**config.mk**
```make
export PLATFORM = sky130hd
export DESIGN_NAME = dtb_arbiter
export DESIGN_NICKNAME = d
export VERILOG_FILES = /design/src/verilog/dtb_arb_pkg.sv /design/src/verilog/sync2.sv /design/src/verilog/arb_pick.sv /design/src/verilog/dtb_arbiter.sv
export VERILOG_INCLUDE_DIRS = /design/src /design/src/verilog
export SDC_FILE = /design/constraint.sdc
export NUM_CORES = 1
export LEC_CHECK = 0
export BUFFER_PORTS_ARGS = -buffer_cell sky130_fd_sc_hd__buf_4
export CAP_MARGIN = 5
export CORE_UTILIZATION = 51
export DETAILED_ROUTE_END_ITERATION = 8
export GPL_ROUTABILITY_DRIVEN = 0
export PLACE_DENSITY = 0.72
export SETUP_SLACK_MARGIN = 0.3
export SLEW_MARGIN = 20
export SYNTH_ARGS = -nofsm -noshare
export SYNTH_HDL_FRONTEND = slang
export SYNTH_SLANG_ARGS = --single-unit
export TNS_END_PERCENT = 100
```
**constraint.sdc**
```tcl
create_clock -name clock -period 2.52 [get_ports clock]
set_clock_uncertainty 0.1 [all_clocks]
set_input_delay 0.756 -clock clock [delete_from_list [all_inputs] [get_ports clock]]
set_output_delay 0.756 -clock clock [all_outputs]
set_load 0.1 [all_outputs]
```
**src/verilog/dtb_arb_defines.svh**
```systemverilog
// Purpose: Constants for the bus arbiter
// Assumes: Active-low bus lines, four request levels
// Notes: Included by the arbiter top module only
`ifndef DTB_ARB_DEFINES_SVH
`define DTB_ARB_DEFINES_SVH
`define ARB_LEVELS 4
`define ARB_TOP_LEVEL 2'h3
`define ARB_MODE_PRI 2'h0
`define ARB_MODE_RRS 2'h1
`define ARB_MODE_SGL 2'h2
`define ARB_MODE_MIX 2'h3
`define ARB_TIMEOUT_NS 20000
`define ARB_CLK_NS 10
`define ARB_TIMEOUT_CYC (`ARB_TIMEOUT_NS / `ARB_CLK_NS)
`endif

```
**src/verilog/dtb_arb_pkg.sv**
```systemverilog
// Purpose: Types for the bus arbiter
// Assumes: Included defines header
// Notes: Mode encodings come from the header
package dtb_arb_pkg;
    typedef enum logic [1:0] {
        ST_IDLE = 2'h0,
        ST_GRANT = 2'h1,
        ST_BUSY = 2'h2
    } arb_state_t;
endpackage : dtb_arb_pkg

```
**src/verilog/sync2.sv**
```systemverilog
// Purpose: Two-flop synchroniser for a bus of levels
// Assumes: Input asynchronous to clock
// Notes: Resets to all ones (released lines)
`timescale 1ns/10ps
module sync2 #(
    parameter int WIDTH = 1
) (
    input wire logic clock,
    input wire logic reset_n,
    input wire logic [WIDTH-1:0] d,
    output logic [WIDTH-1:0] q
);
    logic [WIDTH-1:0] meta_r;
    always_ff @(posedge clock or negedge reset_n) begin
        if (!reset_n) begin
            meta_r <= '1;
            q <= '1;
        end else begin
            meta_r <= d;
            q <= meta_r;
        end
    end
endmodule : sync2

```
**src/verilog/arb_pick.sv**
```systemverilog
// Purpose: Combinational priority picker over four levels
// Assumes: req is active high, top is the highest-priority level
// Notes: Scans downward from top with wrap
`timescale 1ns/10ps
module arb_pick (
    input wire logic [3:0] req,
    input wire logic [1:0] top,
    output logic found,
    output logic [1:0] level
);
    always_comb begin
        logic [1:0] idx;
        idx = 2'h0;
        found = 1'b0;
        level = 2'h0;
        for (int i = 0; i < 4; i++) begin
            idx = top - 2'(i);
            if (!found && req[idx]) begin
                found = 1'b1;
                level = idx;
            end
        end
    end
endmodule : arb_pick

```
**src/verilog/dtb_arbiter.sv**
```systemverilog
// Purpose: Slot-one arbiter for the shared data transfer bus
// Assumes: Single clock, active-low bus lines, pins asynchronous
// Notes: Mode is a static input; grants leave as active-low levels
`timescale 1ns/10ps
`include "dtb_arb_defines.svh"

// Functional notes
// - Fixed mode ranks level three highest
// - Rotating mode moves priority down after grant
// - Single mode answers level three only
// - Grant by pulling chosen chain line low
// - Fixed mode drives clear and four grants
// - Rotating mode drives four grants, clear optional
// - Single mode drives level three grant only
// - Mixed mode: level three top, rotate rest
// - At most one grant at any time
// - Grant outputs feed first board position
// - Grant only when busy high and request
// - Clear low while higher request pending (fixed), or any other level pending (rotating with clear_enable)
module dtb_arbiter
    import dtb_arb_pkg::*;
#(
    parameter int TIMEOUT_CYC = `ARB_TIMEOUT_CYC
) (
    input wire logic clock,
    input wire logic reset_n,
    input wire logic [1:0] arb_mode,
    input wire logic clear_enable,
    input wire logic [3:0] bus_request_n,
    input wire logic bus_busy_n,
    output logic [3:0] grant_n,
    output logic [3:0] grant_oe,
    output logic bus_clear_n,
    output logic bus_clear_oe,
    output logic timeout
);
    localparam logic [15:0] TO_LAST = 16'(TIMEOUT_CYC - 1);

    typedef struct packed {
        arb_state_t state;
        logic [1:0] top;
        logic [1:0] level;
        logic [3:0] grant_n;
        logic bus_clear_n;
        logic busy_low_seen;
        logic [15:0] count;
        logic timeout;
    } arb_regs_t;

    arb_regs_t st_r;
    arb_regs_t st_nxt;

    logic [3:0] req_sync_n;
    logic busy_sync_n;
    logic [3:0] req;
    logic [3:0] req_eff;
    logic [1:0] pick_top;
    logic found;
    logic [1:0] pick_level;
    logic [3:0] higher;

    // Active-low one-hot pattern for a level
    function automatic logic [3:0] level_low(input logic [1:0] lvl);
        level_low = ~(4'h1 << lvl);
    endfunction : level_low

    // Two flops before any logic reads the pins
    sync2 #(.WIDTH(4)) u_req_sync (
        .clock(clock),
        .reset_n(reset_n),
        .d(bus_request_n),
        .q(req_sync_n)
    );
    sync2 #(.WIDTH(1)) u_busy_sync (
        .clock(clock),
        .reset_n(reset_n),
        .d(bus_busy_n),
        .q(busy_sync_n)
    );

    assign req = ~req_sync_n;

    // Mode shaping of the candidate set
    always_comb begin
        req_eff = req;
        pick_top = `ARB_TOP_LEVEL;
        unique case (arb_mode)
            `ARB_MODE_PRI: begin
                pick_top = `ARB_TOP_LEVEL;
            end
            `ARB_MODE_RRS: begin
                pick_top = st_r.top;
            end
            `ARB_MODE_SGL: begin
                req_eff = {req[3], 3'h0};
            end
            `ARB_MODE_MIX: begin
                // Level three first, then rotate among 0..2
                if (!req[3]) begin
                    req_eff = {1'b0, req[2:0]};
                    pick_top = st_r.top;
                end
            end
        endcase
    end

    arb_pick u_pick (
        .req(req_eff),
        .top(pick_top),
        .found(found),
        .level(pick_level)
    );

    // Requests above the owner's level
    always_comb begin
        higher = 4'h0;
        for (int i = 0; i < 4; i++) begin
            if (2'(i) > st_r.level) begin
                higher[i] = req[i];
            end
        end
    end

    always_comb begin
        st_nxt = st_r;
        st_nxt.timeout = 1'b0;
        unique case (st_r.state)
            ST_IDLE: begin
                st_nxt.bus_clear_n = 1'b1;
                if (busy_sync_n && found) begin
                    st_nxt.state = ST_GRANT;
                    st_nxt.level = pick_level;
                    // Only one line ever low
                    st_nxt.grant_n = level_low(pick_level);
                    st_nxt.busy_low_seen = 1'b0;
                    st_nxt.count = 16'h0000;
                    if (arb_mode == `ARB_MODE_MIX) begin
                        st_nxt.top = (pick_level == 2'h0 ||
                            pick_level == 2'h3) ? 2'h2 :
                            pick_level - 2'h1;
                    end else begin
                        st_nxt.top = pick_level - 2'h1;
                    end
                end
            end
            ST_GRANT: begin
                st_nxt.count = st_r.count + 16'h0001;
                if (!busy_sync_n) begin
                    // Requester took the bus; drop the grant
                    st_nxt.state = ST_BUSY;
                    st_nxt.busy_low_seen = 1'b1;
                    st_nxt.grant_n = 4'hF;
                end else if (st_r.count == TO_LAST) begin
                    // Nobody answered: withdraw
                    st_nxt.state = ST_IDLE;
                    st_nxt.grant_n = 4'hF;
                    st_nxt.timeout = 1'b1;
                end
            end
            ST_BUSY: begin
                // Bus clear while higher level waits (fixed; rotating with clear_enable: any other level waits; mixed, single: never)
                if (arb_mode == `ARB_MODE_PRI) begin
                    st_nxt.bus_clear_n = ~(|higher);
                end else if (arb_mode == `ARB_MODE_RRS &&
                    clear_enable) begin
                    st_nxt.bus_clear_n =
                        ~(|(req & level_low(st_r.level)));
                end else begin
                    st_nxt.bus_clear_n = 1'b1;
                end
                if (busy_sync_n) begin
                    // Rising edge of busy ends ownership
                    st_nxt.state = ST_IDLE;
                    st_nxt.bus_clear_n = 1'b1;
                end
            end
            default: begin
                st_nxt.state = ST_IDLE;
                st_nxt.grant_n = 4'hF;
            end
        endcase
    end

    always_ff @(posedge clock or negedge reset_n) begin
        if (!reset_n) begin
            st_r <= '{state: ST_IDLE, top: `ARB_TOP_LEVEL,
                level: 2'h0, grant_n: 4'hF, bus_clear_n: 1'b1,
                busy_low_seen: 1'b0, count: 16'h0000,
                timeout: 1'b0};
        end else begin
            st_r <= st_nxt;
        end
    end

    // Slot-one outputs feed the first board position
    assign grant_n = st_r.grant_n;
    // Single mode leaves levels 0..2 undriven
    assign grant_oe = (arb_mode == `ARB_MODE_SGL) ? 4'h8 : 4'hF;
    assign bus_clear_n = st_r.bus_clear_n;
    assign bus_clear_oe = (arb_mode == `ARB_MODE_PRI) ||
        (arb_mode == `ARB_MODE_RRS && clear_enable);
    assign timeout = st_r.timeout;

    a_one_grant: assert property (
        @(posedge clock) disable iff (!reset_n)
        $countones(~grant_n) <= 1)
        else $error("more than one grant low");

    a_grant_busy_idle: assert property (
        @(posedge clock) disable iff (!reset_n)
        $rose(grant_n != 4'hF) |-> $past(busy_sync_n) && $past(found) &&
        $past(st_r.state == ST_IDLE))
        else $error("grant issued while bus busy or no request");

    a_grant_held: assert property (
        @(posedge clock) disable iff (!reset_n)
        (st_r.state == ST_GRANT && busy_sync_n &&
         st_r.count != TO_LAST) |=> $stable(grant_n))
        else $error("grant changed before handshake");

    a_no_regrant: assert property (
        @(posedge clock) disable iff (!reset_n)
        st_r.state == ST_BUSY && !busy_sync_n |=> grant_n == 4'hF)
        else $error("new grant while bus still busy");

    a_pri_order: assert property (
        @(posedge clock) disable iff (!reset_n)
        st_r.state == ST_IDLE && arb_mode == `ARB_MODE_PRI &&
        busy_sync_n && req[3] |=> grant_n == 4'h7)
        else $error("fixed mode did not favour level three");

    a_sgl_only3: assert property (
        @(posedge clock) disable iff (!reset_n)
        arb_mode == `ARB_MODE_SGL |-> grant_n[2:0] == 3'h7)
        else $error("single mode granted a low level");

    a_rr_rotate: assert property (
        @(posedge clock) disable iff (!reset_n)
        st_r.state == ST_IDLE && st_nxt.state == ST_GRANT &&
        arb_mode == `ARB_MODE_RRS |=> st_r.top == st_r.level - 2'h1)
        else $error("rotation pointer not moved below grant");

    a_clear_pri: assert property (
        @(posedge clock) disable iff (!reset_n)
        st_r.state == ST_BUSY && !busy_sync_n &&
        arb_mode == `ARB_MODE_PRI && |higher |=> !bus_clear_n)
        else $error("bus clear not asserted for higher request");

    a_clear_idle: assert property (
        @(posedge clock) disable iff (!reset_n)
        st_r.state == ST_IDLE |-> bus_clear_n)
        else $error("bus clear low while idle");

    a_clear_rrs: assert property (
        @(posedge clock) disable iff (!reset_n)
        st_r.state == ST_BUSY && !busy_sync_n &&
        arb_mode == `ARB_MODE_RRS && clear_enable &&
        |(req & level_low(st_r.level)) |=> !bus_clear_n)
        else $error("rotating clear not asserted for waiting level");

    a_sgl_grant_top: assert property (
        @(posedge clock) disable iff (!reset_n)
        st_r.state == ST_IDLE && arb_mode == `ARB_MODE_SGL &&
        busy_sync_n && req[3] |=> grant_n == 4'h7)
        else $error("single mode did not grant level three");

    a_mix_top: assert property (
        @(posedge clock) disable iff (!reset_n)
        st_r.state == ST_IDLE && arb_mode == `ARB_MODE_MIX &&
        busy_sync_n && req[3] |=> grant_n == 4'h7)
        else $error("mixed mode did not favour level three");

    a_grant_withdraw: assert property (
        @(posedge clock) disable iff (!reset_n)
        st_r.state == ST_GRANT && busy_sync_n &&
        st_r.count == TO_LAST |=> timeout && grant_n == 4'hF)
        else $error("unanswered grant not withdrawn");

    a_busy_seen: assert property (
        @(posedge clock) disable iff (!reset_n)
        st_r.state == ST_BUSY |-> st_r.busy_low_seen)
        else $error("busy state entered without busy low");

    a_grant_release: assert property (
        @(posedge clock) disable iff (!reset_n)
        st_r.state == ST_GRANT && !busy_sync_n |=>
        st_r.state == ST_BUSY && grant_n == 4'hF)
        else $error("grant not released after busy low");

    a_busy_rise: assert property (
        @(posedge clock) disable iff (!reset_n)
        st_r.state == ST_BUSY && busy_sync_n |=>
        st_r.state == ST_IDLE && bus_clear_n && grant_n == 4'hF)
        else $error("ownership not ended on busy rising edge");

    a_timeout_pulse: assert property (
        @(posedge clock) disable iff (!reset_n)
        timeout |=> !timeout)
        else $error("timeout pulse longer than one cycle");
endmodule : dtb_arbiter

```
# Yosys cells after proc, flatten, opt, wreduce, memory -nomap -nowiden
# Index checks and enable logic that the tools add are counted.
# W data, S select, Z words.
# word_totals
regBits	38
output_inout_bits	11
# classes
n_addsub	5
n_lt_le_gt_ge	8
n_eq_ne	10
shift	2
n_mux	44
n_bitwise	7
reduce_logical	21
# op_table
operator	n
$pmux W16 S2	1
$mux W2	10
$mux W1	18
$add A16 B1 Y16 const B	1
$eq A16 B11 Y1 const B	1
$mux W16	1
$lt A2 B3 Y1 const B	4
$mux W4	3
$not A4 Y4	3
$pmux W4 S3	1
$mux W10	1
$bmux W1 S2	4
$eq A2 B2 Y1 const B	4
$pmux W4 S2	1
$reduce_or A4 Y1	2
$shl A1 B2 Y4 const A	2
$logic_not A2 Y1	3
$pmux W2 S3	1
$reduce_and A3 Y1	2
$logic_and A1 B1 Y1	5
$and A4 B4 Y4	1
$eq A2 B1 Y1 const B	2
$gt A1 B2 Y1 const A	2
$gt A2 B2 Y1 const A	2
other kinds (13)	22

# Longest topological paths before layout
# logic_depth
ltp_word	21
mapped_depth	10
ltp_nobuf	9

# Hierarchy
# From an unflattened synthesis, not the netlist that was laid out.
# hier_totals
hier_cells	198
area_unflattened_um2	1951.9
# by_module_without_submodules
mod	n_inst	cells_each	area_per_inst_um2
dtb_arbiter	1	175	1606.5
sync2 (u_req_sync)	1	8	210.2
arb_pick	1	13	82.6
sync2 (u_busy_sync)	1	2	52.6

# Worst setup path after synthesis
# OpenSTA, ideal clock, no wires.
# synth_path
kind	input port to output port
startpoint	input arb_mode[1]
endpoint	output bus_clear_oe
arrival_time_ns	2.420
required_time_ns	1.664
slack_ns	-0.756
stages	2
path_buffers	1
path_cell_list	buf_2 a21oi_1
# synth_via
elab_chain_cells	3
elab_cells_between_ends	4
classes_between	1 x eq/ne; 3 x reduce/logical
# synth_rtl
item	line_no	rtl
from (decl)	dtb_arbiter.sv:27	input wire logic [1:0] arb_mode,
$eq A2 B1 Y1	-	
$logic_and A1 B1 Y1	dtb_arbiter.sv:201	(arb_mode == `ARB_MODE_RRS && clear_enable);
$logic_or A1 B1 Y1 (*)	dtb_arbiter.sv:200	assign bus_clear_oe = (arb_mode == `ARB_MODE_PRI) ||
to (decl)	dtb_arbiter.sv:34	output logic bus_clear_oe,
# Mark *: on every way between the ends. The rest lies on a longest branch, timed or not.

# Final worst setup path
# layout_path
startpoint	input arb_mode[1]
endpoint	register st_r[25] (netlist bit)
# layout_via
elab_chain_cells	18
elab_cells_between_ends	38
classes_between	4 x add/sub; 4 x eq/ne; 20 x mux; 10 x reduce/logical
# layout_rtl
item	line_no	rtl
branches (longest 18 deep; another with $sub A2 B1 Y2)	-	
to (signal assigned)	dtb_arbiter.sv:186	st_r <= '{state: ST_IDLE, top: `ARB_TOP_LEVEL,
to (signal assigned)	dtb_arbiter.sv:191	st_r <= st_nxt;
to (decl)	dtb_arbiter.sv:50	arb_regs_t st_r;
# Parallel ways; which one is timed is not known. The select of a mux whose other input is x is not followed.
# A chain may end at the register's enable or synchronous reset.

==> metrics.md <==
| Metric | Value |
|---|---|
| Mapped Nets | 237 |
| DR vias | 1680 |
| Post-synthesis xor/xnor area fraction | 1.28% |
| Die area | 0.00427 mm2 |
| Number of global-route vias before repair | 1565 |
| Count leader, synth | nand2_1 |
| Synth Area in Compound Gates | 19.6% |
| Reg2Reg Setup Slack | 310 ps |
| Clock buffer count from CTS | 5 |
| Diode count | 0 |
| Fin crit share | 88.2% |
| Clock slew at reported path FFs | 70 ps |
| Netlist cell types | 45 |
| Setup TNS Final | 0 ps |
| Area contributors post-synth | dfrtp_1 26%, dfstp_2 22%, o21ai_0 5.1% |
| Main combinational cell family by area after synthesis | simple AND/OR/NAND/NOR gates |
| HPWL Detailed | 2.78 mm |
| Final setup violating endpoints | 0 |
| Initial antenna violation count | 0 |
| Synth top area share | 25.7% |
| Status | complete, no violations |
| Initial DRC count | 174 |
| Yosys top cell by area | dfrtp_1 |
| DR WL/cell | 14.2 um |
| Pre-CTS setup slack | -8.44 ps |
| Row cnt | 22 |
| Io pins | 21 |
| CP Capture Type | flop |
| Total global-route track usage | 22.4% |
| Initial Utilization | 54.7% |
| Worst vdd ir | 0.517 mV |
| Seq cells post-synth | 38 |
| Antenna-violating nets left | 0 |
| 1st-pass router iterations | 4 |
| Synth Area in Adders | 1.83% |
| Largest net degree at the start of global routing | 39 |
| Clock root buffer | clkbuf_8 |
| Worst min-delay path endpoint | u_req_sync.q[0]$_DFF_PN1_ |
| Final wirelength | 4.20 mm |
| Hold_sp | u_req_sync.meta_r[0]$_DFF_PN1_ |
| GR Overflow Total | 0 |
| CP Class | in2reg |
| Fin util | 67.6% |
| Clock latency on the worst-skew pair | 290 ps |
| Reg2reg end | grant_n[1]$_DFFE_PN1P_ |
| Share of cells above drive strength 1 | 32.7% |
| RSZ-0062 raised after global routing | true |
| Clock sinks | 38 |
| Worst EP arrival | 2340 ps |
| Critical Path RT | 2640 ps |
| Lkg Pwr | 1.11 nW |
| IO Port Bufs | 19 |
| Depth of the worst hold-timing path | 0 |
| Area grow syn2layout | 23.6% |
| CP startpoint kind | primary input |
| Die W | 65.4 um |
| Max_cap viols | 0 |
| Post-Syn Area per Cell | 9.14 um2 |
| Placed Cells | 278 |
| Setup crit start | arb_mode[1] |
| Max clock buf depth | 2 |
| Final hold violation count | 0 |
| Area share of and/or/nand/nor cells after synthesis | 21.2% |
| Post-route DRC violation count | 0 |
| Worst Path Max Fanout | 5 |
| Multi-input logic area | 0.00102 mm2 |
| Most instantiated cells after synthesis | 23 x nand2_1, 22 x nor2_1, 21 x dfrtp_1, 21 x o21ai_0, 19 x a21oi_1 |
| Min cycle time layout | 2220 ps |
| PD cells | 936 mW/mm2 |
| Worst r2r src | st_r[25]$_DFFE_PN1P_ |
| Ys async rst share | 100% |
| Max Fclk | 450 MHz |
| Vias per Instance | 5.68 |
| Ys Warns | 0 |
| CTS tree | built |
| Post-synthesis mux area share | 1.53% |
| Reg2Reg Depth | 8 |
| Net count, final | 260 |
| Gate Count Post-Synth | 224 |
| Final WS setup | 297 ps |
| Ys flop type | dfrtp_1 |
| H-tree Lvls | 2 |
| Pins Over Slew Limit | 0 |
| Slew margin rel. | 64.3% |
| Die height | 65.4 um |
| Final instance count without filler cells | 296 |
| Reg area | 972 um2 |
| Seq/Total Area, Yosys | 47.5% |
| Fillers | 317 |
| Post-synth EDFFs | 0 |
| Synth Cell Area | 0.00205 mm2 |
| Worst Tran Pin Value | 533 ps |
| First-pass GRT wire length | 7.22 mm |
| Hold WS | 252 ps |
| Core area | 0.00374 mm2 |
| HP Class | reg2reg |
-- area by class of cell --
type                       instances  area share (%)
clock buffer                       6            3.26
multi-input combinational        158            40.3
sequential                        38            38.4
clock inverter                     2            2.37
timing repair buffer              33            11.7
inverter                          11            1.63
tap                               48            2.37
-- repair_timing --
action / in CTS / in global routing
resized for setup: 11 / 4
hold endpoints to repair: 0 / 0
buffers inserted: 4 / 6
endpoints found under the setup margin: 5 / 6
pin swaps: 3 / 5
cloned: 0 / 0
hold buffers: 0 / 0
-- critical path, cell delays in order --
cell,delay [ps]
buf_8,110
and2b_4,270
a21oi_4,60
and4_1,180
o31ai_2,230
o2111ai_2,210
inv_2,140
ha_4,140
nand3_2,60
o221ai_2,170
-- layer usage --
layer  part of all wire, %  track usage [%]  wire [um]
met3                   6.6             5.56        278
met2                    44             34.4       1840
met1                    49             31.7       2050
met4                  0.79             5.71         33
met5                     0                0          0
-- cell families after synthesis --
group | after synthesis
compound gates | 62
xor+xnor | 3
fa+ha+maj | 3
buf+inv | 28
flops | 38
mux | 3
other cells | 1
simple gates | 86
-- cell usage in the layout (no fill, tap or decap), types with 2 or more instances in the layout --
cell	instances
a21oi_1	16
a21oi_4	3
a2bb2oi_1	2
a32oi_1	2
and3_1	4
and4_1	2
buf_12	2
buf_4	26
buf_6	4
bufinv_16	2
clkbuf_8	6
dfrtp_1	21
dfstp_2	17
ha_1	2
inv_1	10
mux2i_1	2
nand2_1	23
nand2b_1	6
nand3_1	10
nand4_1	5
nor2_1	21
nor2b_1	2
nor4_1	3
o21ai_0	20
o22ai_1	3
o32a_1	2
xor2_1	2
-- worst max-delay path by stage --
stage	endpoint	slack (ps)	cells past startpoint
floorplan	bus_clear_oe	220	2
detailed placement	st_r[25]$_DFFE_PN1P_	-8	10
global route	st_r[25]$_DFFE_PN1P_	170	10
finish	st_r[25]$_DFFE_PN1P_	300	10
global placement	st_r[25]$_DFFE_PN1P_	20	10
CTS	st_r[25]$_DFFE_PN1P_	280	10
-- sequential cells by signal (all words and copies together) (netlist names) --
name / cells
u_busy_sync.meta_r: 1
u_req_sync.meta_r: 4
u_busy_sync.q: 1
st_r: 22
grant_n: 4
timeout: 1
bus_clear_n: 1
u_req_sync.q: 4
-- per-stage QoR --
stage	area, um2	power (W)
after floorplan	2170	0.00152
after global placement	2250	0.00164
after detailed placement	2250	0.00164
after CTS	2470	0.00232
after global routing	2530	0.00249
final	2530	0.00237
-- where the power goes --
group          total, W  switching [W]  internal, W
Combinational  0.000879       0.000564     0.000315
Clock          0.000641       0.000219     0.000422
Sequential     0.000849       0.000107     0.000741
(Power assumes the default switching activity.)
